===== src/rtl/lsf_pkg.sv =====
// Behaviour
// - state logic runs on the local clock; ring clock times the hold interval and gates relay release
// - hold interval ends after 128 periods of the ring frequency clock
// - power-on or chip reset pin low forces power-down
// - active mode enters high-impedance feeding unless already active, leaves to stand-by on hiz off-hook
// - hiz off-hook used only in hiz feeding; line off-hook in stand-by/active/on-hook transmission
// - stand-by goes to active at once on line off-hook
// - stand-by without off-hook holds one interval, flags timeout, returns to hiz
// - active drives detect low while line off-hook stays high
// - on-hook in active: detect high at once, hold interval, timeout, back to hiz (on-hook transmission under that mode word)
// - off-hook again during active hold interval resumes conversation, detect low
// - mode 0,0,1 is ringing; ring trip goes active with pre-ringing polarity
// - ring trip shows on detect; controller then swaps ringing word for active
// - mode_sel_a low, mode_sel_b high is on-hook transmission; off-hook goes active
// - ring trip releases relay only while ring clock low, detect low, active
// - ring trip indications stay latched until the mode word changes or the chip reset pin goes low
package lsf_pkg;

	// ----------------------------------------------------------------
	// register map (byte addresses, one word each)
	// ----------------------------------------------------------------
	localparam logic [3:0] ADR_STATUS   = 4'h0;
	localparam logic [3:0] ADR_IRQ_STAT = 4'h4;
	localparam logic [3:0] ADR_IRQ_CLR  = 4'h8;
	localparam logic [3:0] ADR_IRQ_EN   = 4'hc;

	localparam int unsigned N_EVT        = 4;
	localparam int unsigned EVT_ACTIVE   = 0;
	localparam int unsigned EVT_TIMEOUT  = 1;
	localparam int unsigned EVT_RINGTRIP = 2;
	localparam int unsigned EVT_ONHOOK   = 3;
	localparam logic [3:0]  IRQ_EN_RST   = 4'h0;

	// status field positions
	localparam int unsigned ST_STATE_LSB = 0;
	localparam int unsigned ST_DET       = 3;
	localparam int unsigned ST_RELAY     = 4;
	localparam int unsigned ST_TIMEOUT   = 5;
	localparam int unsigned ST_POLARITY  = 6;
	localparam int unsigned ST_MODE_LSB  = 7;

	// ----------------------------------------------------------------
	// timing
	// ----------------------------------------------------------------
	localparam logic [7:0] HOLD_PERIODS = 8'h80;
	localparam logic [7:0] HOLD_LAST    = HOLD_PERIODS - 8'h01;
	localparam int unsigned N_SYNC      = 8;

	// ----------------------------------------------------------------
	// types
	// ----------------------------------------------------------------
	typedef enum logic [2:0] {
		LSF_PDOWN, LSF_HIZ, LSF_STBY, LSF_ACTIVE, LSF_RING, LSF_OHTX
	} lsf_state_t;

	typedef enum logic [1:0] {
		MODE_PDOWN, MODE_ACTIVE, MODE_RING, MODE_OHTX
	} lsf_mode_t;

	typedef struct packed {
		logic        cyc;
		logic        stb;
		logic        we;
		logic [3:0]  adr;
		logic [3:0]  sel;
		logic [31:0] dat;
	} lsf_wb_req_t;

	typedef struct packed {
		logic chip_reset_n;
		logic ring_trip_flag;
		logic line_offhook_flag;
		logic hiz_offhook_flag;
		logic ring_freq_clock;
		logic mode_sel_polarity;
		logic mode_sel_b;
		logic mode_sel_a;
	} lsf_pins_t;

endpackage : lsf_pkg


===== src/rtl/lsf_line_fsm.sv =====
// Added by the designer: the address map and register access over Wishbone.
`timescale 1ns/1ps
module lsf_line_fsm
	import lsf_pkg::*;
(
	// clock and reset
	input  wire logic        ref_clk,
	input  wire logic        nrst,
	// wishbone slave
	input  wire lsf_wb_req_t wb_req,
	output logic             wb_ack_o,
	output logic [31:0]      wb_dat_o,
	// line card pins
	input  wire lsf_pins_t   pins,
	output logic             det_n,
	output logic             ring_relay_drive,
	output logic             timeout_flag,
	output logic             line_polarity,
	output lsf_state_t       line_state,
	// interrupt
	output logic             irq
);

	// ----------------------------------------------------------------
	// pin synchronisers
	// ----------------------------------------------------------------
	logic [N_SYNC-1:0] pin_raw;
	logic [N_SYNC-1:0] pin_f;
	assign pin_raw = pins;

	genvar gi;
	generate
		for (gi = 0; gi < N_SYNC; gi++)
		begin : g_sync
			logic s1_r;
			logic s2_r;
			logic s3_r;
			logic f_r;
			// three stages, accept when last two agree
			always_ff @(posedge ref_clk or negedge nrst)
			begin
				if (!nrst)
				begin
					s1_r <= 1'b0;
					s2_r <= 1'b0;
					s3_r <= 1'b0;
					f_r  <= 1'b0;
				end
				else
				begin
					s1_r <= pin_raw[gi];
					s2_r <= s1_r;
					s3_r <= s2_r;
					if (s2_r == s3_r)
						f_r <= s3_r;
				end
			end
			assign pin_f[gi] = f_r;
		end
	endgenerate

	lsf_pins_t pf;
	assign pf = pin_f;

	// ----------------------------------------------------------------
	// mode decode and ring clock edge
	// ----------------------------------------------------------------
	lsf_mode_t mode_w;
	lsf_mode_t mode_prev_r;
	logic      ring_clk_prev_r;
	wire       ring_edge  = pf.ring_freq_clock & ~ring_clk_prev_r;
	wire       mode_chg   = (mode_w != mode_prev_r);
	wire       chip_rst_w = ~pf.chip_reset_n;

	// mode_sel_a high means active, b and polarity ignored
	// 0,0,1 rings; 0,1,x is on-hook transmission
	assign mode_w = pf.mode_sel_a ? MODE_ACTIVE :
			pf.mode_sel_b ? MODE_OHTX :
			pf.mode_sel_polarity ? MODE_RING : MODE_PDOWN;

	// ----------------------------------------------------------------
	// supervision state machine
	// ----------------------------------------------------------------
	lsf_state_t state_r;
	lsf_state_t state_nxt;
	logic [7:0] hold_cnt_r;
	logic [7:0] hold_cnt_nxt;
	logic       hold_r;
	logic       hold_nxt;
	logic       tmo_r;
	logic       tmo_nxt;
	logic       trip_r;
	logic       trip_nxt;
	logic       relay_nxt;
	logic       det_nxt;

	// expiry on the 128th ring clock period since restart
	wire        hold_expire = ring_edge & (hold_cnt_r == HOLD_LAST);
	wire        cnt_run     = (state_r == LSF_STBY) | ((state_r == LSF_ACTIVE) & hold_r);
	// hold ending from on-hook transmission falls back to that mode, not hiz
	wire lsf_state_t tmo_home = (mode_w == MODE_OHTX) ? LSF_OHTX : LSF_HIZ;

	always_comb
	begin
		state_nxt    = state_r;
		hold_nxt     = hold_r;
		tmo_nxt      = 1'b0;
		trip_nxt     = trip_r;
		hold_cnt_nxt = (cnt_run && ring_edge) ? hold_cnt_r + 8'h01 : hold_cnt_r;
		if (chip_rst_w)
		begin
			state_nxt = LSF_PDOWN;
			hold_nxt  = 1'b0;
			trip_nxt  = 1'b0;
		end
		else if (mode_chg)
		begin
			// any new mode word drops the ring trip latch
			trip_nxt = 1'b0;
			hold_nxt = 1'b0;
			unique case (mode_w)
				// active word starts hiz feeding unless already in a call
				MODE_ACTIVE: state_nxt = (state_r == LSF_ACTIVE) ? LSF_ACTIVE : LSF_HIZ;
				MODE_RING:   state_nxt = LSF_RING;
				MODE_OHTX:   state_nxt = (state_r == LSF_ACTIVE) ? LSF_ACTIVE : LSF_OHTX;
				MODE_PDOWN:  state_nxt = LSF_PDOWN;
			endcase
		end
		else if (tmo_r)
		begin
			// timeout returns to feeding, flag clears on the move
			state_nxt = tmo_home;
			hold_nxt  = 1'b0;
		end
		else
		begin
			unique case (state_r)
				LSF_PDOWN: ;
				LSF_HIZ:
					// only the hiz flag is looked at here
					if (pf.hiz_offhook_flag)
					begin
						state_nxt    = LSF_STBY;
						hold_cnt_nxt = 8'h00;
					end
				LSF_STBY:
					// off-hook confirmed goes active at once
					if (pf.line_offhook_flag)
						state_nxt = LSF_ACTIVE;
					else if (hold_expire)
						tmo_nxt = 1'b1;
				LSF_ACTIVE:
					if (trip_r)
						;
					else if (hold_r)
					begin
						if (pf.line_offhook_flag)
							hold_nxt = 1'b0;
						else if (hold_expire)
							tmo_nxt = 1'b1;
					end
					else if (!pf.line_offhook_flag)
					begin
						hold_nxt     = 1'b1;
						hold_cnt_nxt = 8'h00;
					end
				LSF_RING:
					if (pf.ring_trip_flag)
					begin
						state_nxt = LSF_ACTIVE;
						trip_nxt  = 1'b1;
					end
				LSF_OHTX:
					if (pf.line_offhook_flag)
						state_nxt = LSF_ACTIVE;
				default:
					state_nxt = LSF_PDOWN;
			endcase
		end
		// detect low in conversation or after ring trip
		det_nxt   = ~(((state_nxt == LSF_ACTIVE) & ~hold_nxt) | trip_nxt);
		// relay let go only while the ring clock is low, or at once on chip reset
		// a mode change that clears the trip latch must still wait for a low ring clock
		relay_nxt = (state_nxt == LSF_RING) |
			(ring_relay_drive & pf.ring_freq_clock & ~chip_rst_w);
	end

	// one local clock; ring clock is only sampled
	always_ff @(posedge ref_clk or negedge nrst)
	begin
		if (!nrst)
		begin
			state_r          <= LSF_PDOWN;
			mode_prev_r      <= MODE_PDOWN;
			ring_clk_prev_r  <= 1'b0;
			hold_cnt_r       <= 8'h00;
			hold_r           <= 1'b0;
			tmo_r            <= 1'b0;
			trip_r           <= 1'b0;
			det_n            <= 1'b1;
			ring_relay_drive <= 1'b0;
			line_polarity    <= 1'b0;
		end
		else
		begin
			state_r          <= state_nxt;
			// held at power-down while reset so the mode word is re-applied after
			mode_prev_r      <= chip_rst_w ? MODE_PDOWN : mode_w;
			ring_clk_prev_r  <= pf.ring_freq_clock;
			hold_cnt_r       <= hold_cnt_nxt;
			hold_r           <= hold_nxt;
			tmo_r            <= tmo_nxt;
			trip_r           <= trip_nxt;
			det_n            <= det_nxt;
			ring_relay_drive <= relay_nxt;
			if (mode_w != MODE_RING)
				line_polarity <= pf.mode_sel_polarity;
		end
	end

	assign line_state   = state_r;
	assign timeout_flag = tmo_r;

	// ----------------------------------------------------------------
	// events and interrupt
	// ----------------------------------------------------------------
	logic [N_EVT-1:0] evt;
	logic [N_EVT-1:0] irq_stat_r;
	logic [N_EVT-1:0] irq_en_r;
	logic [N_EVT-1:0] irq_clr;
	logic [N_EVT-1:0] irq_stat_nxt;

	assign evt[EVT_ACTIVE]   = (state_nxt == LSF_ACTIVE) & (state_r != LSF_ACTIVE);
	assign evt[EVT_TIMEOUT]  = tmo_nxt;
	assign evt[EVT_RINGTRIP] = trip_nxt & ~trip_r;
	assign evt[EVT_ONHOOK]   = hold_nxt & ~hold_r;

	// ----------------------------------------------------------------
	// wishbone slave
	// ----------------------------------------------------------------
	// ack one cycle after the request; writes land on the ack edge
	wire        wb_hit   = wb_req.cyc & wb_req.stb;
	wire        wb_wr    = wb_hit & wb_req.we & wb_ack_o & wb_req.sel[0];
	wire        wr_clr   = wb_wr & (wb_req.adr == ADR_IRQ_CLR);
	wire        wr_en    = wb_wr & (wb_req.adr == ADR_IRQ_EN);
	logic [31:0] rd_mux;

	assign irq_clr      = wr_clr ? wb_req.dat[N_EVT-1:0] : '0;
	// new events win over a clear in the same cycle
	assign irq_stat_nxt = (irq_stat_r & ~irq_clr) | evt;

	assign rd_mux =
		(wb_req.adr == ADR_STATUS) ?
			{23'h0, mode_w, line_polarity, tmo_r, ring_relay_drive, det_n, state_r} :
		(wb_req.adr == ADR_IRQ_STAT) ? {28'h0, irq_stat_r} :
		(wb_req.adr == ADR_IRQ_EN)   ? {28'h0, irq_en_r} : 32'h0;

	always_ff @(posedge ref_clk or negedge nrst)
	begin
		if (!nrst)
		begin
			wb_ack_o   <= 1'b0;
			wb_dat_o   <= 32'h0;
			irq_stat_r <= '0;
			irq_en_r   <= IRQ_EN_RST;
			irq        <= 1'b0;
		end
		else
		begin
			wb_ack_o   <= wb_hit & ~wb_ack_o;
			wb_dat_o   <= (wb_hit & ~wb_ack_o & ~wb_req.we) ? rd_mux : 32'h0;
			irq_stat_r <= irq_stat_nxt;
			if (wr_en)
				irq_en_r <= wb_req.dat[N_EVT-1:0];
			irq        <= |(irq_stat_nxt & (wr_en ? wb_req.dat[N_EVT-1:0] : irq_en_r));
		end
	end

endmodule : lsf_line_fsm


===== config.mk =====
export PLATFORM = sky130hd
export DESIGN_NAME = lsf_line_fsm
export DESIGN_NICKNAME = d
export VERILOG_FILES = /design/src/rtl/lsf_pkg.sv /design/src/rtl/lsf_line_fsm.sv
export SDC_FILE = /design/constraint.sdc
export NUM_CORES = 1
export LEC_CHECK = 0
export BUFFER_PORTS_ARGS = -buffer_cell sky130_fd_sc_hd__buf_2
export CORE_UTILIZATION = 45
export DETAILED_ROUTE_END_ITERATION = 8
export MAX_ROUTING_LAYER = met4
export PLACE_DENSITY = 0.72
export SLEW_MARGIN = 20
export SYNTH_ARGS = -nofsm -noshare
export SYNTH_HDL_FRONTEND = slang
export SYNTH_SLANG_ARGS = --single-unit

===== constraint.sdc =====
create_clock -name ref_clk -period 2.6 [get_ports ref_clk]
set_clock_uncertainty 0.1 [all_clocks]
set_input_delay 0.26 -clock ref_clk [delete_from_list [all_inputs] [get_ports ref_clk]]
set_output_delay 0.26 -clock ref_clk [all_outputs]
set_load 0.02 [all_outputs]

==> metrics, run 1 <==
Total Nets Final 363; IO buf count 39; Diodes inserted 0; clk slew on worst S/H paths ~0.070 ns; initial antenna violation count 0; CTS tree built; YS warnings 0; RePlAce Congestion about 0.84; Seq/Total Area, Yosys about three fifths; GR Overflow Total 0; Least-Margin Pin Slew 0.644 ns; LEAKAGE 1.69 nW; WL/cell between 10 and 15 microns; Total Wirelength 5130 microns; largest family of logic cells by synthesized area simple AND/OR/NAND/NOR gates; final hold vios 0; Pwr Density approximately 740 nW/um^2; Area growth, synth to finish 18.7%; crit path from g_sync[0].f_r; vias in the first global route about 1.8k; first-pass GRT wire length about 8600 microns; mux contribution to synthesized area 2.53%; RSZ-0062 raised after global routing no; Simple-Gate Fraction of Synth Area around 15%; root buffer cell clkbuf_8; # DRC 0; Syn Inst Count 252; Antenna Nets Post-Route 0; Hold Path Origin wb_req[1]; Data arrival, critical path 2.14 ns; Multi-input gate area 1040 sq um; Setup WS pre-CTS 0.454 ns; critical path class reg2reg; Post-Route Setup TNS 0 ns; FF-to-FF Start g_sync[0].f_r; CP max FO 8; Max-slew headroom 56.7%; DRT Pass-1 Iters 4; FP Rows 29; slowest cell on the critical path nor4b_4; Final Cycle Share 78.3%; register area 1780 sq um; adder-cell share of the synthesized area 3.12%; placed insts 366; Starting Density between 40% and 50%; Max clock buf depth 2; # fillers around 540; GR Util All Layers around 16%; Die H 83.2 microns; largest net degree at the start of global routing 56; ys async rst share 100%; Synth Register Bits between 70 and 80; clock tree sinks 71; Setup crit end kind flip-flop; final hold slack 0.0846 ns; Post-CTS Resized 0; Peak Freq 0.491 GHz; Die Area 6920 sq um; endpoints failing setup 0; total I/O pin count 94; crit-path cells nor4_2 -> o21ai_1 -> nor4b_4 -> nor2_1; share of cells above drive strength 1 about 23%; crit path time final 2.04 ns; Post-synth EDFFs 0; worst skew pair latency around 0.34 ns; Critical Path RT 2.71 ns; post-DP HPWL 3580 microns; Max IR drop VDD 0.630 mV; XOR/XNOR share of the synthesized area 1.77%; outcome completed; vias 1968; max-cap viol count 0; Avg Inst Size Synth 11.8 sq um; Synth Flop Type dfrtp_1; die width just over 80 microns; Synth Area in Compound Gates under 10%; Core ar. 6350 sq um; CP max stage delay about 0.53 ns; Synth cell types 54; CP Launch Type flip-flop; DR iter-0 viols 77; H-tree depth 3; Final Non-Filler Cells 391; HP Class in2reg; DR vias/cell ~5.0; CTS Buf Count 9; post-route setup slack 0.564 ns; Final Max Slew Viols 0; mapped cell area 2960 sq um
## repair_timing
item	in CTS	in global routing
hold buffers	9	0
setup buffers	0	0
hold endpoints to repair	24	0
## final cells by class
class / count / area share, %
clock inverter: 5 / 2.99
tap: 77 / 2.74
multi-input combinational: 166 / 29.5
timing repair buffer: 52 / 9.31
sequential: 71 / 50.5
inverter: 9 / 0.960
clock buffer: 11 / 4.02
## logic make-up after synthesis
kind of cell / count (synthesis)
AND/OR/NAND/NOR: 81
flip-flops: 71
AO/OA/AOI/OAI: 40
buffers and inverters: 37
adder cells (fa/ha/maj): 9
multiplexers: 7
XOR/XNOR: 6
other: 1
## placed cells by master (no fill, tap or decap), drive strengths merged, types with 2 or more instances in the layout
master	count
dfrtp	70
buf	43
nor2	27
conb	23
nand2	13
clkbuf	11
o21ai	11
inv	9
dlygate4sd3	9
maj3	8
nor3	7
xor2	5
a21oi	5
and2	5
a31oi	5
nand4	4
mux2	4
nor2b	4
o22ai	4
or3	4
mux2i	3
and3	3
bufinv	3
o31ai	3
nand3b	2
nor4b	2
clkinvlp	2
nor4	2
a22oi	2
## synth_stat cells (2+ instances only)
master / instances / area [sq um]
a21oi_1: 5 / 25.0
a31oi_1: 5 / 31.3
and2_1: 5 / 31.3
and3_1: 3 / 18.8
buf_2: 2 / 10.0
buf_4: 24 / 180
clkbuf_1: 2 / 7.51
dfrtp_1: 70 / 1750
inv_1: 9 / 33.8
maj3_1: 8 / 80.1
mux2_2: 4 / 45.0
mux2i_1: 3 / 30.0
nand2_1: 13 / 48.8
nand3b_1: 2 / 15.0
nand4_1: 4 / 25.0
nor2_1: 27 / 101
nor2b_1: 4 / 25.0
nor3_1: 7 / 35.0
nor4b_4: 2 / 47.6
o21ai_0: 6 / 30.0
o21ai_1: 4 / 20.0
o22ai_1: 4 / 25.0
o31ai_1: 2 / 15.0
or3_1: 3 / 18.8
xor2_1: 5 / 43.8
## state kept, by name, summed over array words and instances (netlist names), 2 cells and up
register     count
line_state       3
hold_cnt_r       8
g_sync.s3_r      8
irq_en_r         4
g_sync.f_r       8
mode_prev_r      2
g_sync.s1_r      8
wb_dat_o         9
irq_stat_r       4
g_sync.s2_r      8
## where the power goes
group / leakage, nW / internal [mW] / switching (mW) / total, mW
clock: 0.116 / 0.663 / 0.394 / 1.06
sequential: 0.893 / 1.17 / 0.0508 / 1.22
combinational: 0.678 / 0.121 / 0.192 / 0.313
total: 1.69 / 1.95 / 0.637 / 2.59
## critical path: cells and delay by family (launching register included)
kind | cells | cell delay [ns]
compound gates | 1 | 0.23
simple gates | 3 | 1.09
flops | 1 | 0.48
## path summary, 6_finish.rpt
| check | end | slack (ns) | depth (start not counted) |
|---|---|---|---|
| worst max-delay path | hold_cnt_r[0] | 0.56 | 4 |
| worst min-delay path | irq_en_r[1] | 0.08 | 3 |
| worst max register to register | hold_cnt_r[0] | 0.56 | 4 |
| worst min register to register | g_sync[2].s2_r | 0.24 | 0 |
| max in group asynchronous | det_n | 1.49 | 3 |
| min in group asynchronous | wb_dat_o[5] | 0.27 | 2 |
## layer usage
metal | vias to the layer above | wire length [microns] | GRT usage (%)
li1 | 947 | - | -
met2 | 65 | 2350 | 23.2
met5 | - | 0 | -
met1 | 944 | 2390 | 21.3
met3 | 12 | 298 | 5.17
met4 | 0 | 93 | 7.84
## stage by stage
step	util (%)	power [mW]	instance area [sq um]
final	55.4	2.59	3520
after global routing	55.4	2.69	3520
after CTS	55.4	2.62	3520
after detailed placement	50.1	1.54	3180
after global placement	50.1	1.53	3180
after floorplan	-	1.46	3050
Note: power is estimated with default switching activity, not from simulation.
==> inputs of run 2 (changes only) <==
- ABC_AREA: not set -> 1
- PLACE_DENSITY: 0.72 -> 0.71
- clock period: 2.6 -> 2.1 ns (I/O delays scaled with it)
==> run 2 against run 1 <==
Against the previous run:
- sequential cell count stayed put
- die area is 3.5% higher
- synthesized area is 3.6% higher
- synthesized cell count is 21% higher
- sequential power is 26% higher
- critical path depth is 4 higher
- wire length is 4.8% higher
- final cell count is 14% higher
- utilization is 0.27 points higher
- critical path type unchanged
- largest cell class unchanged
- largest power group unchanged
==> metrics, run 2 <==
outcome completed; largest net degree at the start of global routing 72 (+29%); FF-to-FF Start g_sync[0].f_r; total I/O pin count 94 (unchanged); Total Wirelength 5370 microns (+4.8%); Setup crit end kind flip-flop; HP Class in2reg; Die Area 7160 sq um (+3.5%); Pwr Density 846 nW/um^2 (+15%); clk slew on worst S/H paths 0.07 ns (about the same); initial antenna violation count 0 (unchanged); max-cap viol count 0 (unchanged); crit path time final 1.86 ns (-0.176 ns); CP Launch Type flip-flop; Antenna Nets Post-Route 0 (unchanged); die width 84.6 microns (+1.7%); ys async rst share 100% (unchanged); largest reg by FF count wb_dat_o; Starting Density 47.5% (+0.86 points); RSZ-0062 raised after global routing no; RePlAce Congestion 0.842 (+0.73%); WL/cell 12.0 microns (-8.4%); FP Rows 29 (unchanged); Die H 84.6 microns (+1.7%); GR Overflow Total 0 (unchanged); R2R Path End hold_cnt_r[6]; most frequent cell after synthesis dfrtp_1; synth top area cells dfrtp_1 (57%), nand2_1 (5.7%), buf_4 (5.6%); # fillers 577 (+7.6%); Synth cell types 37 (-31%); Post-synth EDFFs 0 (unchanged); Post-CTS Resized 0 (unchanged); vias 2137 (+8.6%); Total Nets Final 420 (+16%); endpoints failing setup 0 (unchanged); first-pass GRT wire length 9310 microns (+8.5%); Post-CTS Setup Repair Bufs 0 (unchanged); Hold EP wb_ack_o; Post-Route Setup TNS 0 ns (unchanged); # DRC 0 (unchanged); DRT Pass-1 Iters 6 (+2); Critical Path RT 2.21 ns (-0.50 ns); Setup WS pre-CTS 0.262 ns (-0.192 ns); flop2flop setup slack 0.24 ns (-0.32 ns); Avg Inst Size Synth 10.1 sq um (-14%); mapped cell area 3070 sq um (+3.6%); LEAKAGE 1.78 nW (+5.5%); DR iter-0 viols 196 (+150%); CP max FO 8 (unchanged); Final Max Slew Viols 0 (unchanged); Final Cycle Share 88.6% (+10 points); leading cell type in the layout, fill and taps excluded dfrtp_1; clock tree sinks 71 (unchanged); CTS tree built; Hold Path Origin wb_req[42]; worst skew pair latency 0.34 ns (about the same); CTS Buf Count 9 (unchanged); Post-CTS Hold Fix Bufs 10 (+1); Peak Freq 0.538 GHz (+9.5%); final hold vios 0 (unchanged); DR vias/cell 4.78 (-5.0%); Seq/Total Area, Yosys 57.9% (-2.1 points); YS warnings 0 (unchanged); Synth Flop Type dfrtp_1; number of flip-flops in the largest register 9 (unchanged); Diodes inserted 0 (unchanged); R2R cell count 8 (+4); post-route setup slack 0.240 ns (-0.324 ns); Area growth, synth to finish 17.2%; Max IR drop VDD 0.416 mV (-34%); H-tree depth 3 (unchanged); Core ar. 6460 sq um (+1.7%); root buffer cell clkbuf_8; Max clock buf depth 2 (unchanged); Synth area leader dfrtp_1; most frequent cells in the layout dfrtp_1 (70), nand2_1 (47), inv_1 (39), buf_2 (39); critical path class reg2reg; share of cells above drive strength 1 22.2% (-0.45 points); Yosys top cell area share 57.0% (-2.0 points); GR Util All Layers 17.5% (+1.2 points); Hold Path Cell Cnt 3 (unchanged); vias in the first global route 2043 (+11%); Data arrival, critical path 1.97 ns (-0.17 ns); IO buf count 39 (unchanged); post-DP HPWL 3790 microns (+5.9%); Synth Register Bits 71 (unchanged); commonest cells in the netlist dfrtp_1 (70), nand2_1 (47), inv_1 (39); Syn Inst Count 305 (+21%)
[run 2: layout make-up]
type | count | area [sq um] | share of cell area (%)
clock buffer | 12 | 155 | 4.31
timing repair buffer | 51 | 323 | 8.97
inverter | 44 | 166 | 4.63
sequential | 71 | 1780 | 49.4
clock inverter | 3 | 42.5 | 1.18
tap | 77 | 96.3 | 2.68
multi-input combinational | 189 | 1040 | 28.8
[run 2: critical path: stages (launching register included)]
cell	delay [ns]
dfrtp_1	0.43
nor2_2	0.20
nand2_1	0.09
nand2_2	0.09
nand3_2	0.10
nor2_4	0.15
nand2_2	0.09
a211oi_4	0.38
nor2_1	0.10
[run 2: worst max path at each step]
stage,endpoint,cells past startpoint,from,slack (ns)
floorplan,hold_cnt_r[7],11,line_state[0],0.46
global placement,hold_cnt_r[6],8,g_sync[0].f_r,0.28
detailed placement,hold_cnt_r[6],8,g_sync[1].f_r,0.26
CTS,hold_cnt_r[6],8,g_sync[0].f_r,0.24
global route,irq,11,g_sync[0].f_r,0.08
finish,hold_cnt_r[6],8,g_sync[0].f_r,0.24
[run 2: cells by family (layout without fill, tap and decap cells)]
kind of cell	Yosys count	after routing	synth area share, %
and+or+nand+nor	115	115	18.7
DFF	71	71	57.9
other	1	23	0.122
AOI/OAI and AO/OA	37	37	7.78
xor gates and xnor gates	4	4	1.14
muxes	1	1	0.326
adders and majority gates	9	9	3.02
buffers and inverters	67	110	11.0
[run 2: report_power, final]
group          switching (mW)  internal, mW  total, mW
Sequential             0.0821          1.46       1.54
Clock                   0.467         0.605       1.07
Combinational           0.283         0.147      0.430
Total                   0.833          2.21       3.04
[run 2: per-layer routing]
layer | wire length, microns | track usage, % | vias to the layer above
met5 | 0 | - | -
met4 | 80 | 7.40 | 0
met3 | 214 | 6.00 | 8
met2 | 2570 | 26.2 | 58
met1 | 2510 | 21.7 | 1011
li1 | - | - | 1060
[run 2: metrics by stage]
step           power, mW  hold WS, ns  util [%]  cells  cell area, sq um
3_5_place_dp        1.98        0.167      51.1    422              3300
6_report            3.04       0.0252      55.7    447              3600
3_3_place_gp        1.97        0.158      51.1    422              3300
4_1_cts             3.09      0.00240      55.7    447              3600
2_1_floorplan       1.87       -0.186         -    327              3150
5_1_grt             3.21       0.0215      55.7    447              3600
